===== src/core/dws_defs.svh =====
//==========================================================================
// Summary of operation
// - Checkword write starts only after the previous sector data write completes.
// - Erase head is switched off when the data write completes, before the first checkword byte.
// - Checkword write records the 32-bit checkword, then one pad byte.
// - Checkword write clears the write-in-progress status flag.
// - Write gate to the drive drops when the checkword write finishes.
// - Delay-with-mark-start waits 41 byte times across the sync pattern.
// - Address step fetches the expected disk address from memory into the buffer.
// - The address fetch preempts and stalls loading of further steps.
// - Two polynomial loads supply upper then lower 16 bits of the polynomial.
// - Anywhere pattern search scans read bits until an all-zeros run.
// - Next anywhere search finds first one bit and presets the bit counter.
// - Once the one-bit search is decoded, step loading stops.
// - Specific pattern step checks sync byte; continue on match, else abort.
// - Compare step checks disk address field against the fetched address.
// - Compare step saves the disk address field for error reporting.
// - After the compare, the address field checkword is read.
// - Conditional branch proceeds in order only without checkword or compare error.
// - Conditional branch with bit 15 set switches the erase heads on when it proceeds in order.
// - Delay step waits 12 byte times across the second head gap.
// - Checkword write with bit 15 set also switches heads to the next track.
//==========================================================================
// Purpose: Constants of the write sector sequencer
// Assumes: Included by its bare name
// Notes:   Step word fields are fixed by the step encoder upstream
`ifndef DWS_DEFS_SVH
`define DWS_DEFS_SVH

//==========================================================================
// Step word layout
`define DWS_OP_MSB 31
`define DWS_OP_LSB 28
`define DWS_FLAG_BIT 15
`define DWS_TGT_MSB 11
`define DWS_TGT_LSB 8
`define DWS_PAT_MSB 7
`define DWS_PAT_LSB 0
`define DWS_POLY_MSB 23
`define DWS_POLY_LSB 8

//==========================================================================
// Step operation codes
`define DWS_OP_WCHK 4'h1
`define DWS_OP_DLY_MARK 4'h2
`define DWS_OP_ADDR 4'h3
`define DWS_OP_LDPOLY 4'h4
`define DWS_OP_SRCH_ZERO 4'h5
`define DWS_OP_SRCH_ONE 4'h6
`define DWS_OP_SRCH_SYNC 4'h7
`define DWS_OP_CMP 4'h8
`define DWS_OP_RCHK 4'h9
`define DWS_OP_CBR 4'hA
`define DWS_OP_DLY 4'hB

//==========================================================================
// Sizes, timing counts and reset values
`define DWS_BUF_AW 4
`define DWS_MARK_DELAY_BYTES 8'h29
`define DWS_GAP_DELAY_BYTES 8'h0C
`define DWS_CHK_BYTES 3'h4
`define DWS_ADDR_LAST_BYTE 3'h3
`define DWS_ZERO_RUN_LAST 4'h7
`define DWS_PAD_BYTE 8'h00
`define DWS_RESET_WORD 32'h0000_0000

`endif


===== src/core/dws_pkg.sv =====
//==========================================================================
// Purpose: Types of the write sector sequencer
// Assumes: dws_defs.svh gives the field sizes
// Notes:   State of each module is one packed struct
`include "dws_defs.svh"

package dws_pkg;

   //=======================================================================
   // Sequencer states
   typedef enum logic [3:0] {
      ST_IDLE,
      ST_WCHK_WAIT,
      ST_WCHK,
      ST_DELAY,
      ST_ADDR,
      ST_ZERO,
      ST_ONE,
      ST_SYNC,
      ST_CMP,
      ST_RCHK
   } dws_state_t;

   //=======================================================================
   // Whole sequencer state
   typedef struct packed {
      dws_state_t st;
      logic [(1 << `DWS_BUF_AW)-1:0][31:0] steps;
      logic [`DWS_BUF_AW-1:0] wr_ptr;
      logic [`DWS_BUF_AW-1:0] rd_ptr;
      logic [7:0] cnt;
      logic [2:0] idx;
      logic [3:0] zrun;
      logic flag;
      logic [7:0] pat;
      logic load_stop;
      logic poly_hi;
      logic [31:0] poly;
      logic [31:0] exp_addr;
      logic [31:0] rx_addr;
      logic [31:0] saved_addr;
      logic cmp_err;
      logic mem_req;
      logic mem_sel;
      logic erase_on;
      logic write_gate;
      logic wip;
      logic [7:0] wr_byte;
      logic wr_strobe;
      logic head_switch;
      logic mark_start;
      logic abort;
   } dws_seq_t;

   //=======================================================================
   // Bit assembler state
   typedef struct packed {
      logic [7:0] sreg;
      logic [2:0] cnt;
      logic done;
   } dws_shift_t;

endpackage


===== src/core/dws_bit_shift.sv =====
//==========================================================================
// Purpose: Assemble read bits into bytes with a presettable bit counter
// Assumes: bit_valid marks one read bit per clock at most
// Notes:   preset counts the current bit as the first of a byte
`timescale 1ns/10ps

module dws_bit_shift (
   input wire logic clk,
   input wire logic rst_n,
   input wire logic bit_valid,
   input wire logic bit_in,
   input wire logic preset,
   output logic [7:0] rx_byte,
   output logic byte_done
);

   dws_pkg::dws_shift_t s;
   dws_pkg::dws_shift_t next_s;

   //=======================================================================
   // Next state
   always_comb begin
      next_s = s;
      next_s.done = 1'b0;
      if (bit_valid) begin
         next_s.sreg = {s.sreg[6:0], bit_in};
         if (preset) begin
            next_s.cnt = 3'h1;
         end else if (s.cnt == 3'h7) begin
            next_s.cnt = 3'h0;
            next_s.done = 1'b1;
         end else begin
            next_s.cnt = s.cnt + 3'h1;
         end
      end
   end

   //=======================================================================
   // State register
   always_ff @(posedge clk or negedge rst_n) begin
      if (!rst_n) begin
         s <= '0;
      end else begin
         s <= next_s;
      end
   end

   assign rx_byte = s.sreg;
   assign byte_done = s.done;

endmodule


===== src/core/dws_sequencer.sv =====
//==========================================================================
// Purpose: Write sector sequencer, 1:1 interlace, address field part
// Assumes: byte_tick and bit_valid are one-cycle strobes from the drive side
// Notes:   Step buffer is a small circular store indexed by branch targets
`timescale 1ns/10ps
`include "dws_defs.svh"

module dws_sequencer (
   input wire logic clk,
   input wire logic rst_n,
   input wire logic seq_start,
   input wire logic step_valid,
   input wire logic [31:0] step_word,
   output logic step_ready,
   output logic mem_req,
   output logic mem_sel,
   input wire logic mem_ack,
   input wire logic [15:0] mem_rdata,
   input wire logic byte_tick,
   input wire logic bit_valid,
   input wire logic bit_in,
   input wire logic data_write_done,
   input wire logic write_gate_set,
   input wire logic write_start,
   input wire logic [31:0] chk_word,
   input wire logic addr_crc_err,
   output logic [7:0] wr_byte,
   output logic wr_byte_strobe,
   output logic write_gate,
   output logic erase_on,
   output logic write_in_progress,
   output logic head_switch,
   output logic mark_start,
   output logic seq_abort,
   output logic [31:0] poly_word,
   output logic [31:0] exp_addr,
   output logic [31:0] saved_addr,
   output logic compare_error,
   output logic busy
);

   dws_pkg::dws_seq_t s;
   dws_pkg::dws_seq_t next_s;
   logic [7:0] rx_byte;
   logic byte_done;
   logic sync_hit;
   logic buf_empty;
   logic buf_full;

   //=======================================================================
   // Field helpers
   function automatic logic [3:0] step_op(input logic [31:0] w);
      step_op = w[`DWS_OP_MSB:`DWS_OP_LSB];
   endfunction

   function automatic logic [7:0] chk_byte(input logic [31:0] w, input logic [2:0] i);
      logic [7:0] b;
      b = `DWS_PAD_BYTE;
      unique case (i)
         3'h0: b = w[31:24];
         3'h1: b = w[23:16];
         3'h2: b = w[15:8];
         3'h3: b = w[7:0];
         default: b = `DWS_PAD_BYTE;
      endcase
      return b;
   endfunction

   //=======================================================================
   // Bit assembly
   // Preset is combinational so the found one bit is itself bit 1 of the byte
   assign sync_hit = (s.st == dws_pkg::ST_ONE) && bit_valid && bit_in;

   dws_bit_shift u_shift (
      .clk(clk),
      .rst_n(rst_n),
      .bit_valid(bit_valid),
      .bit_in(bit_in),
      .preset(sync_hit),
      .rx_byte(rx_byte),
      .byte_done(byte_done)
   );

   //=======================================================================
   // Step loading
   assign buf_empty = (s.rd_ptr == s.wr_ptr);
   assign buf_full = ((s.wr_ptr + `DWS_BUF_AW'(1)) == s.rd_ptr);
   // Memory fetch owns the memory port, so loading waits for it
   assign step_ready = !buf_full && !s.load_stop && !s.mem_req;

   //=======================================================================
   // Next state
   always_comb begin
      logic [31:0] w;
      logic [31:0] addr_word;
      w = `DWS_RESET_WORD;
      addr_word = `DWS_RESET_WORD;
      next_s = s;
      next_s.wr_strobe = 1'b0;
      next_s.head_switch = 1'b0;
      next_s.mark_start = 1'b0;
      next_s.abort = 1'b0;

      if (step_valid && step_ready) begin
         next_s.steps[s.wr_ptr] = step_word;
         next_s.wr_ptr = s.wr_ptr + `DWS_BUF_AW'(1);
      end

      unique case (s.st)
         dws_pkg::ST_IDLE: begin
            if (!buf_empty) begin
               w = s.steps[s.rd_ptr];
               next_s.rd_ptr = s.rd_ptr + `DWS_BUF_AW'(1);
               next_s.flag = w[`DWS_FLAG_BIT];
               next_s.idx = 3'h0;
               unique case (step_op(w))
                  `DWS_OP_WCHK: begin
                     next_s.st = dws_pkg::ST_WCHK_WAIT;
                  end
                  `DWS_OP_DLY_MARK: begin
                     next_s.mark_start = 1'b1;
                     next_s.cnt = `DWS_MARK_DELAY_BYTES;
                     next_s.st = dws_pkg::ST_DELAY;
                  end
                  `DWS_OP_ADDR: begin
                     next_s.mem_req = 1'b1;
                     next_s.mem_sel = 1'b0;
                     next_s.st = dws_pkg::ST_ADDR;
                  end
                  `DWS_OP_LDPOLY: begin
                     if (!s.poly_hi) begin
                        next_s.poly[31:16] = w[`DWS_POLY_MSB:`DWS_POLY_LSB];
                        next_s.poly_hi = 1'b1;
                     end else begin
                        next_s.poly[15:0] = w[`DWS_POLY_MSB:`DWS_POLY_LSB];
                        next_s.poly_hi = 1'b0;
                     end
                  end
                  `DWS_OP_SRCH_ZERO: begin
                     next_s.zrun = 4'h0;
                     next_s.st = dws_pkg::ST_ZERO;
                  end
                  `DWS_OP_SRCH_ONE: begin
                     next_s.load_stop = 1'b1;
                     next_s.st = dws_pkg::ST_ONE;
                  end
                  `DWS_OP_SRCH_SYNC: begin
                     next_s.pat = w[`DWS_PAT_MSB:`DWS_PAT_LSB];
                     next_s.st = dws_pkg::ST_SYNC;
                  end
                  `DWS_OP_CMP: begin
                     next_s.rx_addr = `DWS_RESET_WORD;
                     next_s.st = dws_pkg::ST_CMP;
                  end
                  `DWS_OP_RCHK: begin
                     next_s.st = dws_pkg::ST_RCHK;
                  end
                  `DWS_OP_CBR: begin
                     if (addr_crc_err || s.cmp_err) begin
                        next_s.rd_ptr = w[`DWS_TGT_MSB:`DWS_TGT_LSB];
                     end else if (w[`DWS_FLAG_BIT]) begin
                        next_s.erase_on = 1'b1;
                     end
                  end
                  `DWS_OP_DLY: begin
                     next_s.cnt = `DWS_GAP_DELAY_BYTES;
                     next_s.st = dws_pkg::ST_DELAY;
                  end
                  default: begin
                     // Unknown step code: treat as a broken sequence
                     next_s.abort = 1'b1;
                  end
               endcase
            end
         end

         dws_pkg::ST_WCHK_WAIT: begin
            if (data_write_done) begin
               next_s.erase_on = 1'b0;
               next_s.st = dws_pkg::ST_WCHK;
            end
         end

         dws_pkg::ST_WCHK: begin
            // Gate holds a clock past the pad
            if (s.idx > `DWS_CHK_BYTES) begin
               next_s.wip = 1'b0;
               next_s.write_gate = 1'b0;
               next_s.head_switch = s.flag;
               next_s.st = dws_pkg::ST_IDLE;
            end else if (byte_tick) begin
               next_s.wr_strobe = 1'b1;
               next_s.wr_byte = chk_byte(chk_word, s.idx);
               next_s.idx = s.idx + 3'h1;
            end
         end

         dws_pkg::ST_DELAY: begin
            if (byte_tick) begin
               next_s.cnt = s.cnt - 8'h01;
               if (s.cnt == 8'h01) begin
                  next_s.st = dws_pkg::ST_IDLE;
               end
            end
         end

         dws_pkg::ST_ADDR: begin
            if (mem_ack) begin
               if (!s.mem_sel) begin
                  next_s.exp_addr[31:16] = mem_rdata;
                  next_s.mem_sel = 1'b1;
               end else begin
                  next_s.exp_addr[15:0] = mem_rdata;
                  next_s.mem_req = 1'b0;
                  next_s.st = dws_pkg::ST_IDLE;
               end
            end
         end

         dws_pkg::ST_ZERO: begin
            if (bit_valid) begin
               if (bit_in) begin
                  next_s.zrun = 4'h0;
               end else if (s.zrun == `DWS_ZERO_RUN_LAST) begin
                  next_s.st = dws_pkg::ST_IDLE;
               end else begin
                  next_s.zrun = s.zrun + 4'h1;
               end
            end
         end

         dws_pkg::ST_ONE: begin
            if (sync_hit) begin
               next_s.st = dws_pkg::ST_IDLE;
            end
         end

         dws_pkg::ST_SYNC: begin
            if (byte_done) begin
               if (rx_byte == s.pat) begin
                  next_s.st = dws_pkg::ST_IDLE;
               end else begin
                  next_s.abort = 1'b1;
               end
            end
         end

         dws_pkg::ST_CMP: begin
            if (byte_done) begin
               addr_word = {s.rx_addr[23:0], rx_byte};
               next_s.rx_addr = addr_word;
               next_s.idx = s.idx + 3'h1;
               if (s.idx == `DWS_ADDR_LAST_BYTE) begin
                  next_s.saved_addr = addr_word;
                  next_s.cmp_err = (addr_word != s.exp_addr);
                  next_s.st = dws_pkg::ST_IDLE;
               end
            end
         end

         dws_pkg::ST_RCHK: begin
            if (byte_done) begin
               next_s.idx = s.idx + 3'h1;
               if (s.idx == `DWS_CHK_BYTES - 3'h1) begin
                  next_s.st = dws_pkg::ST_IDLE;
               end
            end
         end
      endcase

      // Sets last, so a set beats a clear
      if (write_gate_set) begin
         next_s.write_gate = 1'b1;
      end
      if (write_start) begin
         next_s.wip = 1'b1;
      end

      // Abort drops every pending step so nothing runs past a bad sync
      if (next_s.abort) begin
         next_s.st = dws_pkg::ST_IDLE;
         next_s.rd_ptr = `DWS_BUF_AW'(0);
         next_s.wr_ptr = `DWS_BUF_AW'(0);
         next_s.mem_req = 1'b0;
         next_s.load_stop = 1'b0;
      end

      if (seq_start) begin
         next_s.st = dws_pkg::ST_IDLE;
         next_s.rd_ptr = `DWS_BUF_AW'(0);
         next_s.wr_ptr = `DWS_BUF_AW'(0);
         next_s.mem_req = 1'b0;
         next_s.load_stop = 1'b0;
         next_s.poly_hi = 1'b0;
         next_s.cmp_err = 1'b0;
      end
   end

   //=======================================================================
   // State register
   always_ff @(posedge clk or negedge rst_n) begin
      if (!rst_n) begin
         s <= '0;
      end else begin
         s <= next_s;
      end
   end

   //=======================================================================
   // Outputs
   assign mem_req = s.mem_req;
   assign mem_sel = s.mem_sel;
   assign wr_byte = s.wr_byte;
   assign wr_byte_strobe = s.wr_strobe;
   assign write_gate = s.write_gate;
   assign erase_on = s.erase_on;
   assign write_in_progress = s.wip;
   assign head_switch = s.head_switch;
   assign mark_start = s.mark_start;
   assign seq_abort = s.abort;
   assign poly_word = s.poly;
   assign exp_addr = s.exp_addr;
   assign saved_addr = s.saved_addr;
   assign compare_error = s.cmp_err;
   assign busy = (s.st != dws_pkg::ST_IDLE) || !buf_empty;

endmodule


===== config.mk =====
export PLATFORM = sky130hd
export DESIGN_NAME = dws_sequencer
export DESIGN_NICKNAME = d
export VERILOG_FILES = /design/src/core/dws_pkg.sv /design/src/core/dws_bit_shift.sv /design/src/core/dws_sequencer.sv
export VERILOG_INCLUDE_DIRS = /design/src /design/src/core
export SDC_FILE = /design/constraint.sdc
export NUM_CORES = 1
export LEC_CHECK = 0
export ABC_AREA = 1
export BUFFER_PORTS_ARGS = -buffer_cell sky130_fd_sc_hd__buf_2
export CAP_MARGIN = 30
export CORE_MARGIN = 5
export CORE_UTILIZATION = 58
export DETAILED_ROUTE_END_ITERATION = 12
export PLACE_DENSITY_LB_ADDON = 0.15
export RECOVER_POWER = 50
export SYNTH_ARGS = -nofsm -noshare
export SYNTH_HDL_FRONTEND = slang
export SYNTH_SLANG_ARGS = --single-unit

===== constraint.sdc =====
create_clock -name clk -period 6.5 [get_ports clk]
set_input_delay 0.975 -clock clk [delete_from_list [all_inputs] [get_ports clk]]
set_output_delay 0.975 -clock clk [all_outputs]
set_load 0.02 [all_outputs]

==> results_dict.tcl, run 1 <==
set metrics [dict create \
    ctsResizeCount 0 \
    synthCells 3472 \
    initial_core_util_pct 58.7 \
    cts_buffer_depth 3 \
    top_level_ports 208 \
    post_cts_buffers 0 \
    place_ws_ns 2.24 \
    worstPathCellList "buf_8, clkbuf_1" \
    globalplace.congestion 0.894 \
    grt_pass1_vias 22700 \
    hold_buffers 0 \
    fp-row-count 82 \
    max_stage_delay_ns 2.59 \
    setup_viol 0 \
    async_flop_share_pct 100 \
    max-slew-margin-rel_pct -140 \
    first_pass_iters 6 \
    clock_sinks 636 \
    clock.fmax_mhz 226 \
    worstHoldPathType "in2async" \
    startpoint_type "input pin" \
    n_antenna_cell 0 \
    cp_num_buf_inv 2 \
    p_leak_nw 14.8 \
    synth-compound-area-share_pct 17.9 \
    dp.final_hpwl_um 47300 \
    final_core_util_pct 63.3 \
    status "finished with violations" \
    htree_levels 3 \
    cts_root_buf "clkbuf_16" \
    routed-via-count 24300 \
    antenna_found_initial 1 \
    yosysMostFrequentCell "nand2_1" \
    num-nets-final 3541 \
    synth_nets 3579 \
    drc 0 \
    layout-drive-gt1-share_pct 7.84 \
    end_kind "asynchronous set/reset pin" \
    period_minus_slack_ns 4.42 \
    grt_usage_pct 28.1 \
    ant_nets 0 \
    die-area_sq_mm 0.0555 \
    ys_types 45 \
    yosys.area.top_type "dfrtp_1" \
    grt_max_degree 194 \
    crit_family "buffers and inverters" \
    synthTopCellsByArea "dfrtp_1 54%, nand2_1 10%, o21ai_0 10%, nor2_1 3.5%, o21ai_1 2.8%" \
    clock-skew-final_ns 0.0245 \
    synth.area.mux_share_pct 0.343 \
    yosys.area_share.xor_xnor_pct 1.16 \
    setup-tns-final_ns 0 \
    routed_wl_um 80500 \
    critPathKind "in2async" \
    fp.coreArea_sq_mm 0.0503 \
    worstPathRequired_ns 6.37 \
    critPathArrivalTime_ns 4.29 \
    drt_iter0_markers 2709 \
    cts_tree "built" \
    violations "capacitance limit, slew limit" \
    via_per_inst 5.85 \
    synth_top_family_by_area "compound AO/OA/AOI/OAI gates" \
    ys_seq_area_share_pct 53.9 \
    tightest_slew_ns 3.60 \
    report.final.slew_viol_count 273 \
    overflow 0 \
    syn2layout_area_growth_pct 7.86 \
    synth_warnings 0 \
    path_max_fanout 107 \
    cp_slowest_cell "clkbuf_1" \
    powerDensity_mw_per_mm2 395 \
    layout_setup_ws_ns 2.08 \
    hold_viol 0 \
    routedWlPerCell_um 19.4 \
    port_buffers 203 \
    ir_drop_uv 216 \
    clk_pin_slew_ns 0.06 \
    synth_seq_cells 636 \
    synthAdderAreaFrac_pct 0.636 \
    min_period_over_period_pct 67.9 \
    synth-edff-count 0 \
    clock_latency_ns 0.61 \
    cap_violations 4 \
    die_w_um 236 \
    yosys.area.top_type_share_pct 53.9 \
    synth_ff_type "dfrtp_1" \
    rsz0062_at_grt "false" \
    syn_area_sq_mm 0.0295 \
    avgSynthCellArea_sq_um 8.50 \
    grt_pass1_wl_um 126000 \
    cts_buffers 68 \
    chipHeight_um 236 \
    synth-simple-area-share_pct 16.8 \
    synthTopCellsByCount "816 x nand2_1, 636 x dfrtp_1, 610 x o21ai_0, 276 x nor2_1, 207 x inv_1" \
]
cell usage in the layout (no fill, tap or decap), types with 3 or more instances in the layout:
cell type / synthesis / layout
o21ai_1: 163 / 163
clkbuf_16: 0 / 71
o21bai_1: 3 / 3
a31oi_1: 9 / 9
inv_2: 6 / 6
bufinv_16: 0 / 4
or2_2: 7 / 7
o21ai_0: 610 / 610
buf_4: 108 / 30
a21oi_1: 18 / 18
inv_1: 207 / 206
xor2_1: 11 / 11
buf_2: 54 / 87
o22ai_1: 55 / 55
clkbuf_1: 150 / 135
nand2_1: 816 / 803
nand4_1: 21 / 21
nor4_1: 5 / 5
clkbuf_8: 0 / 12
nand2_2: 7 / 20
nor3_1: 6 / 7
o211ai_1: 25 / 25
dfrtp_1: 636 / 633
nand3_1: 100 / 100
mux2_2: 9 / 9
clkinv_2: 1 / 9
nor2_1: 276 / 276
o221ai_1: 70 / 70
ha_1: 15 / 15
xnor2_1: 28 / 28
area by class of cell:
class / count / area, sq um
clock buffer: 100 / 2010
clock inverter: 16 / 196
fill: 4303 / 18400
inverter: 215 / 813
multi-input combinational: 2273 / 10900
sequential: 636 / 15900
tap: 672 / 841
timing repair buffer: 240 / 1170
sequential cells by signal, indices dropped and copies added (netlist names):
signal             flops
head_switch            1
u_shift.s              3
saved_addr            32
write_gate             1
u_shift.byte_done      1
wr_byte_strobe         1
mark_start             1
s                    510
wr_byte                8
write_in_progress      1
exp_addr              32
poly_word             32
mem_req                1
u_shift.rx_byte        8
erase_on               1
mem_sel                1
compare_error          1
seq_abort              1
power breakdown:
group	internal (mW)	leakage, nW	total, mW	switching (mW)
Sequential	4.58	8.64	5.08	0.503
Clock	2.29	1.08	3.85	1.55
Combinational	1.12	5.09	3.64	2.51
per-layer routing:
metal	GRT usage [%]	wire length, um
met3	5.11	6850
met1	40.5	34700
met5	0	0
met4	8.92	2010
met2	44.1	37000
metrics by stage:
| stage | hold slack (ns) | total power [mW] | std cells | instance area, sq um |
|---|---|---|---|---|
| finish | 0.412 | 12.6 | 4152 | 31800 |
| global route | 0.492 | 13.3 | 4152 | 31800 |
| CTS | 0.460 | 12.6 | 4151 | 32000 |
| detailed placement | 0.468 | 8.76 | 4035 | 29800 |
| global placement | 0.460 | 8.65 | 4034 | 29800 |
| floorplan | 0.448 | 7.81 | 3472 | 29500 |
worst paths after layout:
path / slack, ns / startpoint / end / depth (start not counted)
hold reg to reg: 0.48 / s[361] / s[361] / 2
hold / removal: 0.41 / rst_n / exp_addr[14] / 1
max in group clk: 2.19 / s[172] / poly_word[30] / 14
min in group clk: 0.48 / s[361] / s[361] / 2
setup / recovery: 2.08 / rst_n / s[570] / 2
setup reg to reg: 2.19 / s[172] / poly_word[30] / 14
cells by family after synthesis:
| logic type | after synthesis |
|---|---|
| buffers and inverters | 563 |
| AO/OA/AOI/OAI | 963 |
| multiplexers | 9 |
| AND/OR/NAND/NOR | 1247 |
| adder cells (fa/ha/maj) | 15 |
| flip-flops | 636 |
| XOR/XNOR | 39 |
(Power assumes the default switching activity.)
==> inputs of run 2 (changes only) <==
ABC_AREA = 0   (was 1)
CORE_UTILIZATION = 55   (was 58)
clock period = 3.9 ns   (was 6.5 ns; I/O delays follow)
==> run 2 against run 1 <==
The run still ends with capacitance limit, slew limit left. Largest cell class unchanged. Critical path depth grew 7. Cell count down 31%. Synthesized area rose by 0.93%. Worst hold slack worse by 0.24 ns. Sequential share of layout area down 1.6 points.
==> results_dict.tcl, run 2 <==
set metrics [dict create \
    status "finished with violations" \
    violations "capacitance limit, slew limit" \
    powerDensity_mw_per_mm2 640 \
    first_pass_iters 5 \
    nFillCells 4070 \
    finalPower_mw 21.1 \
    top_register "s" \
    routed-via-count 17200 \
    critPathKind "reg2reg" \
    worstPathRequired_ns 4.36 \
    fp.coreArea_sq_mm 0.0537 \
    synth_seq_cells 636 \
    ctsResizeCount 0 \
    ys_seq_area_share_pct 53.4 \
    synth-edff-count 0 \
    final_cell_mix "632 x dfrtp_1, 557 x mux2_2, 153 x buf_2, 134 x mux4_2, 73 x clkbuf_1" \
    synth_warnings 0 \
    clock-skew-final_ns 0.0260 \
    dp.final_hpwl_um 43300 \
    synthTopCellsByArea "dfrtp_1 53%, mux2_2 21%, mux4_2 10%, buf_4 3.2%, xor2_1 1.4%" \
    cts_buffers 68 \
    async_flop_share_pct 100 \
    yosysMostFrequentCell "dfrtp_1" \
    htree_levels 3 \
    largest_reg_flops 510 \
    initial_core_util_pct 55.5 \
    report.final.slew_viol_count 97 \
    max-slew-margin-rel_pct -90.2 \
    hold_buffers 0 \
    tightest_slew_ns 2.85 \
    grt_usage_pct 23.9 \
    mostFrequentLayoutCell "dfrtp_1" \
    synth_ff_type "dfrtp_1" \
    grt_pass1_vias 18200 \
    end_kind "register" \
    synthCells 2002 \
    cap_violations 1 \
    top_level_ports 208 \
    grt_max_degree 100 \
    p_leak_nw 15.8 \
    path_max_fanout 31 \
    antenna_found_initial 5 \
    cts_buffer_depth 3 \
    routed_wl_um 70000 \
    num-nets-final 2208 \
    startpoint_type "register" \
    layout-drive-gt1-share_pct 48.4 \
    min_period_over_period_pct 89.6 \
    clock.fmax_mhz 286 \
    yosys.area.top_type "dfrtp_1" \
    drc 0 \
    overflow 0 \
    setup_viol 0 \
    synthTopCellsByCount "636 x dfrtp_1, 557 x mux2_2, 134 x mux4_2, 125 x buf_4, 57 x clkbuf_1" \
    hold_viol 0 \
    drt_iter0_markers 1017 \
    reg2reg_slack_ns 0.40 \
    ant_nets 0 \
    grt_pass1_wl_um 111000 \
    clk_pin_slew_ns 0.06 \
    final_core_util_pct 61.3 \
    ys_types 69 \
    worstHoldPathType "in2reg" \
    cts_tree "built" \
    period_minus_slack_ns 3.50 \
    synth_nets 2109 \
    die_w_um 243 \
    rsz0062_at_grt "false" \
    routedWlPerCell_um 24.6 \
    yosys.area.top_type_share_pct 53.4 \
    via_per_inst 6.03 \
    syn_area_sq_mm 0.0298 \
    chipHeight_um 243 \
    globalplace.congestion 0.864 \
    post_cts_buffers 0 \
    fp-row-count 85 \
    setup-tns-final_ns 0 \
    ir_drop_uv 386 \
    critPathArrivalTime_ns 3.96 \
    clock_latency_ns 0.60 \
    cts_root_buf "clkbuf_16" \
    syn2layout_area_growth_pct 10.4 \
    die-area_sq_mm 0.0589 \
    clock_sinks 636 \
    avgSynthCellArea_sq_um 14.9 \
    port_buffers 203 \
]
==> run 2: cell types whose count changed in the layout (fill, tap and decap cells not counted), sizes merged, moves of 52 or more <==
cell	delta
nand2	-766
o21ai	-742
mux2	+550
nor2	-235
inv	-196
mux4	+135
nand3	-83
buf	+82
o221ai	-69
clkbuf	-52
o22ai	-52
==> run 2: final cells by class <==
type                            count  area (sq um)  share of cell area, %
Inverter                           18          67.6                  0.205
Clock inverter                     14           160                  0.487
Tap cell                          696           871                   2.65
Antenna cell                        2          5.00                 0.0152
Clock buffer                      105          2060                   6.28
Timing Repair Buffer              265          1570                   4.77
Sequential cell                   636         15900                   48.4
Multi-Input combinational cell   1112         12200                   37.2
==> run 2: path summary, 6_finish.rpt <==
check | start | endpoint | cells past startpoint
hold reg to reg | s[419] | s[419] | 1
max in group asynchronous | rst_n | s[282] | 2
setup reg to reg | s[173] | poly_word[26] | 9
hold / removal | write_start | write_in_progress | 2
setup / recovery | s[173] | poly_word[26] | 9
min in group asynchronous | rst_n | s[66] | 1
==> run 2: worst max-delay path, stage by stage, from the launching register on <==
cell and delay [ns]:
dfrtp_4 0.78, buf_4 0.32, mux4_1 0.58, mux2i_1 0.25
mux2i_1 0.16, nor2_1 0.24, nand3_1 0.20, nor2_4 0.15
buf_4 0.27, mux2_2 0.37
==> run 2: cells by family (layout without fill, tap and decap cells) <==
family	count (synthesis)	in the layout	synth area share, %
multiplexers	710	710	31.9
flip-flops	636	636	53.4
buffers and inverters	254	402	5.53
AND/OR/NAND/NOR	204	204	3.69
AO/OA/AOI/OAI	128	128	3.21
XOR/XNOR	55	55	1.62
adder cells (fa/ha/maj)	15	15	0.630
other	0	2	0
==> run 2: report_power, final <==
part | total, mW | leakage [nW] | internal [mW] | switching (mW)
Sequential | 8.57 | 8.62 | 7.71 | 0.863
Combinational | 6.08 | 6.06 | 2.79 | 3.29
Clock | 6.41 | 1.09 | 3.84 | 2.57
Total | 21.1 | 15.8 | 14.3 | 6.73
==> run 2: routing by layer <==
layer / up-vias / GRT usage, % / routed length (um)
li1: 7466 / - / -
met1: 9186 / 33.4 / 30500
met2: 406 / 39.5 / 34700
met3: 103 / 4.05 / 3370
met4: 4 / 6.58 / 1450
met5: - / 0 / 27
==> run 2: through the flow <==
| step | hold slack, ns | cells | worst slack (ns) | cell area, sq um |
|---|---|---|---|---|
| after CTS | 0.0545 | 2846 | 0.401 | 33000 |
| after detailed placement | 0.472 | 2727 | 0.434 | 30800 |
| after global placement | 0.458 | 2726 | 0.483 | 30800 |
| after global routing | 0.163 | 2848 | 0.185 | 32900 |
| final | 0.175 | 2848 | 0.404 | 32900 |
| after floorplan | 0.289 | 2002 | 0.974 | 29800 |
==> inputs of run 3 (changes only) <==
SYNTH_HIERARCHICAL = 1   (was unset)
==> run 3 against run 2 <==
Maximum frequency rose by 3.8%. Routed wire length rose by 2.2%. Total power rose by 3.5%. Sequential power rose by 1%. Clock skew fell by 0.0076 ns. Register-to-register slack improved by 0.13 ns. The flow still finishes with violations (capacitance limit, slew limit). Global-route usage rose by 0.40 points. Cell area rose by 0.11%. First-iteration DRC count rose by 12%. Setup slack improved by 0.13 ns. Via count rose by 5.9%. Worst hold slack got worse by 0.095 ns.
==> results_dict.tcl, run 3 <==
set metrics [dict create \
    layout-drive-gt1-share_pct 41.5 \
    multi_input_area_sq_mm 0.0122 \
    critPathArrivalTime_ns 3.84 \
    clock.fmax_mhz 297 \
    grt_max_degree 108 \
    first_pass_iters 7 \
    final_core_util_pct 61.3 \
    synth-edff-count 0 \
    mostFrequentLayoutCell "dfrtp_1" \
    end_kind "register" \
    clk_pin_slew_ns 0.06 \
    dp.cells 2864 \
    antenna_found_initial 1 \
    reg2regPathDepth 8 \
    top_level_ports 208 \
    globalplace.congestion 0.810 \
    yosys.area.top_type "dfrtp_1" \
    tightest_slew_ns 2.43 \
    ir_drop_uv 420 \
    reg2reg_slack_ns 0.53 \
    grt_usage_pct 24.3 \
    largest_reg_flops 510 \
    htree_levels 3 \
    cp-endpoint "s[695]" \
    fp-row-count 85 \
    ant_nets 0 \
    routedWlPerCell_um 24.0 \
    max_stage_delay_ns 0.68 \
    synth_seq_cells 636 \
    ys_seq_area_share_pct 53.5 \
    worstHoldPathType "in2async" \
    worstPathRequired_ns 4.37 \
    cts_buffers 68 \
    synthCells 2156 \
    synth_warnings 6 \
    report.final.slew_viol_count 363 \
    routed_wl_um 71600 \
    nFillCells 4167 \
    path_max_fanout 20 \
    setup_viol 0 \
    min_period_over_period_pct 86.3 \
    period_minus_slack_ns 3.37 \
    synth_ff_type "dfrtp_1" \
    synthTopCellsByArea "dfrtp_1 54%, mux2_2 20%, mux4_2 6.0%, buf_4 3.0%, mux2i_1 2.8%" \
    ctsResizeCount 0 \
    cts_buffer_depth 3 \
    hold_buffers 0 \
    finalNonFillerCells 2980 \
    rr_startpoint "s[172]" \
    overflow 0 \
    syn2layout_area_growth_pct 10.8 \
    synth_nets 2263 \
    cp_slowest_cell "dfrtp_4" \
    synthTopCellsByCount "636 x dfrtp_1, 517 x mux2_2, 118 x buf_4, 82 x mux2i_1, 79 x mux4_2" \
    post_cts_buffers 0 \
    critPathLaunch "s[172]" \
    powerDensity_mw_per_mm2 662 \
    grt_pass1_vias 19100 \
    p_leak_nw 15.8 \
    critPathKind "reg2reg" \
    num-nets-final 2345 \
    die_w_um 242 \
    yosysMostFrequentCell "dfrtp_1" \
    place_ws_ns 0.592 \
    die-area_sq_mm 0.0588 \
    drt_iter0_markers 1135 \
    routed-via-count 18200 \
    syn_area_sq_mm 0.0297 \
    clock-skew-final_ns 0.0184 \
    avgSynthCellArea_sq_um 13.8 \
    fp.coreArea_sq_mm 0.0537 \
    async_flop_share_pct 100 \
    clock_sinks 636 \
    cts_root_buf "clkbuf_16" \
    seq_area_sq_mm 0.0159 \
    rsz0062_at_grt "false" \
    drc 0 \
    ys_types 76 \
    clock_latency_ns 0.59 \
    initial_core_util_pct 55.4 \
    hold_viol 0 \
    yosys.area.top_type_share_pct 53.5 \
    final_cell_mix "634 x dfrtp_1, 517 x mux2_2, 156 x buf_2, 82 x mux2i_1, 79 x mux4_2" \
    chipHeight_um 242 \
    n_antenna_cell 0 \
    worstPathCellList "mux4_2, a22o_1, or2_1, or4_1, a21oi_1, or3_1, buf_4, o21ai_1" \
    violations "capacitance limit, slew limit" \
    cts_tree "built" \
    grt_pass1_wl_um 113000 \
    max-slew-margin-rel_pct -62.0 \
    top_register "s" \
    startpoint_type "register" \
    layout_setup_ws_ns 0.533 \
    via_per_inst 6.10 \
    cap_violations 6 \
    setup-tns-final_ns 0 \
    r2r-end "s[695]" \
    dp.final_hpwl_um 43800 \
    status "finished with violations" \
    port_buffers 203 \
]
-- run 3: changes by cell type in the layout (fill, tap and decap cells not counted), sizes merged, moves of 7 or more --
cell    delta
nor2      +22
mux2      -32
mux2i     +66
a22oi     +19
o21ai     +23
clkbuf     -7
a221oi    +37
mux4      -56
a31oi     +36
buf       +10
-- run 3: report_power, final --
group | switching [mW] | total, mW | internal, mW
Clock | 2.58 | 6.52 | 3.94
Sequential | 0.884 | 8.67 | 7.78
Combinational | 3.69 | 6.61 | 2.92
-- run 3: final cells by class --
| type | count | area share (%) |
|---|---|---|
| Sequential cell | 636 | 48.3 |
| Multi-Input combinational cell | 1235 | 37.0 |
| Clock buffer | 99 | 6.18 |
| Timing Repair Buffer | 275 | 4.89 |
| Tap cell | 696 | 2.64 |
| Clock inverter | 17 | 0.665 |
| Inverter | 22 | 0.266 |
-- run 3: cells by family after synthesis --
family	count (synthesis)	share of synthesized area [%]
mux	688	28.8
flops	636	53.5
buf+inv	285	5.52
compound gates	250	6.07
simple gates	226	3.83
xor+xnor	55	1.62
fa+ha+maj	16	0.665
-- run 3: worst min-delay path by stage --
| stage | end | cells after the start | startpoint | slack (ns) |
|---|---|---|---|---|
| floorplan | compare_error | 0 | rst_n | 0.29 |
| global placement | write_in_progress | 1 | write_in_progress | 0.45 |
| detailed placement | write_gate | 1 | write_gate | 0.46 |
| CTS | s[55] | 1 | rst_n | 0.12 |
| global route | s[55] | 1 | rst_n | 0.13 |
| finish | s[181] | 1 | rst_n | 0.08 |
-- run 3: routing by layer --
layer | vias up | GRT usage, % | part of all wire [%]
met2 | 473 | 39.6 | 48
met3 | 106 | 4.18 | 5.0
met1 | 9637 | 34.4 | 45
met5 | - | 0 | 0.018
li1 | 7961 | - | -
met4 | 2 | 6.36 | 2.1
-- run 3: worst max-delay path: cells and delay by family, from the launching register on --
family	cells	cell delay (ns)
AOI/OAI and AO/OA	3	0.63
and+or+nand+nor	3	1.15
muxes	1	0.56
buffers and inverters	1	0.22
DFF	1	0.68
-- run 3: per-stage QoR --
| stage | power, mW | instance area [sq um] | hold WS, ns |
|---|---|---|---|
| global placement | 15.2 | 30900 | 0.453 |
| global route | 22.9 | 32900 | 0.132 |
| CTS | 22.0 | 33100 | 0.116 |
| finish | 21.8 | 32900 | 0.0795 |
| detailed placement | 15.4 | 30900 | 0.464 |
| floorplan | 13.8 | 29700 | 0.289 |
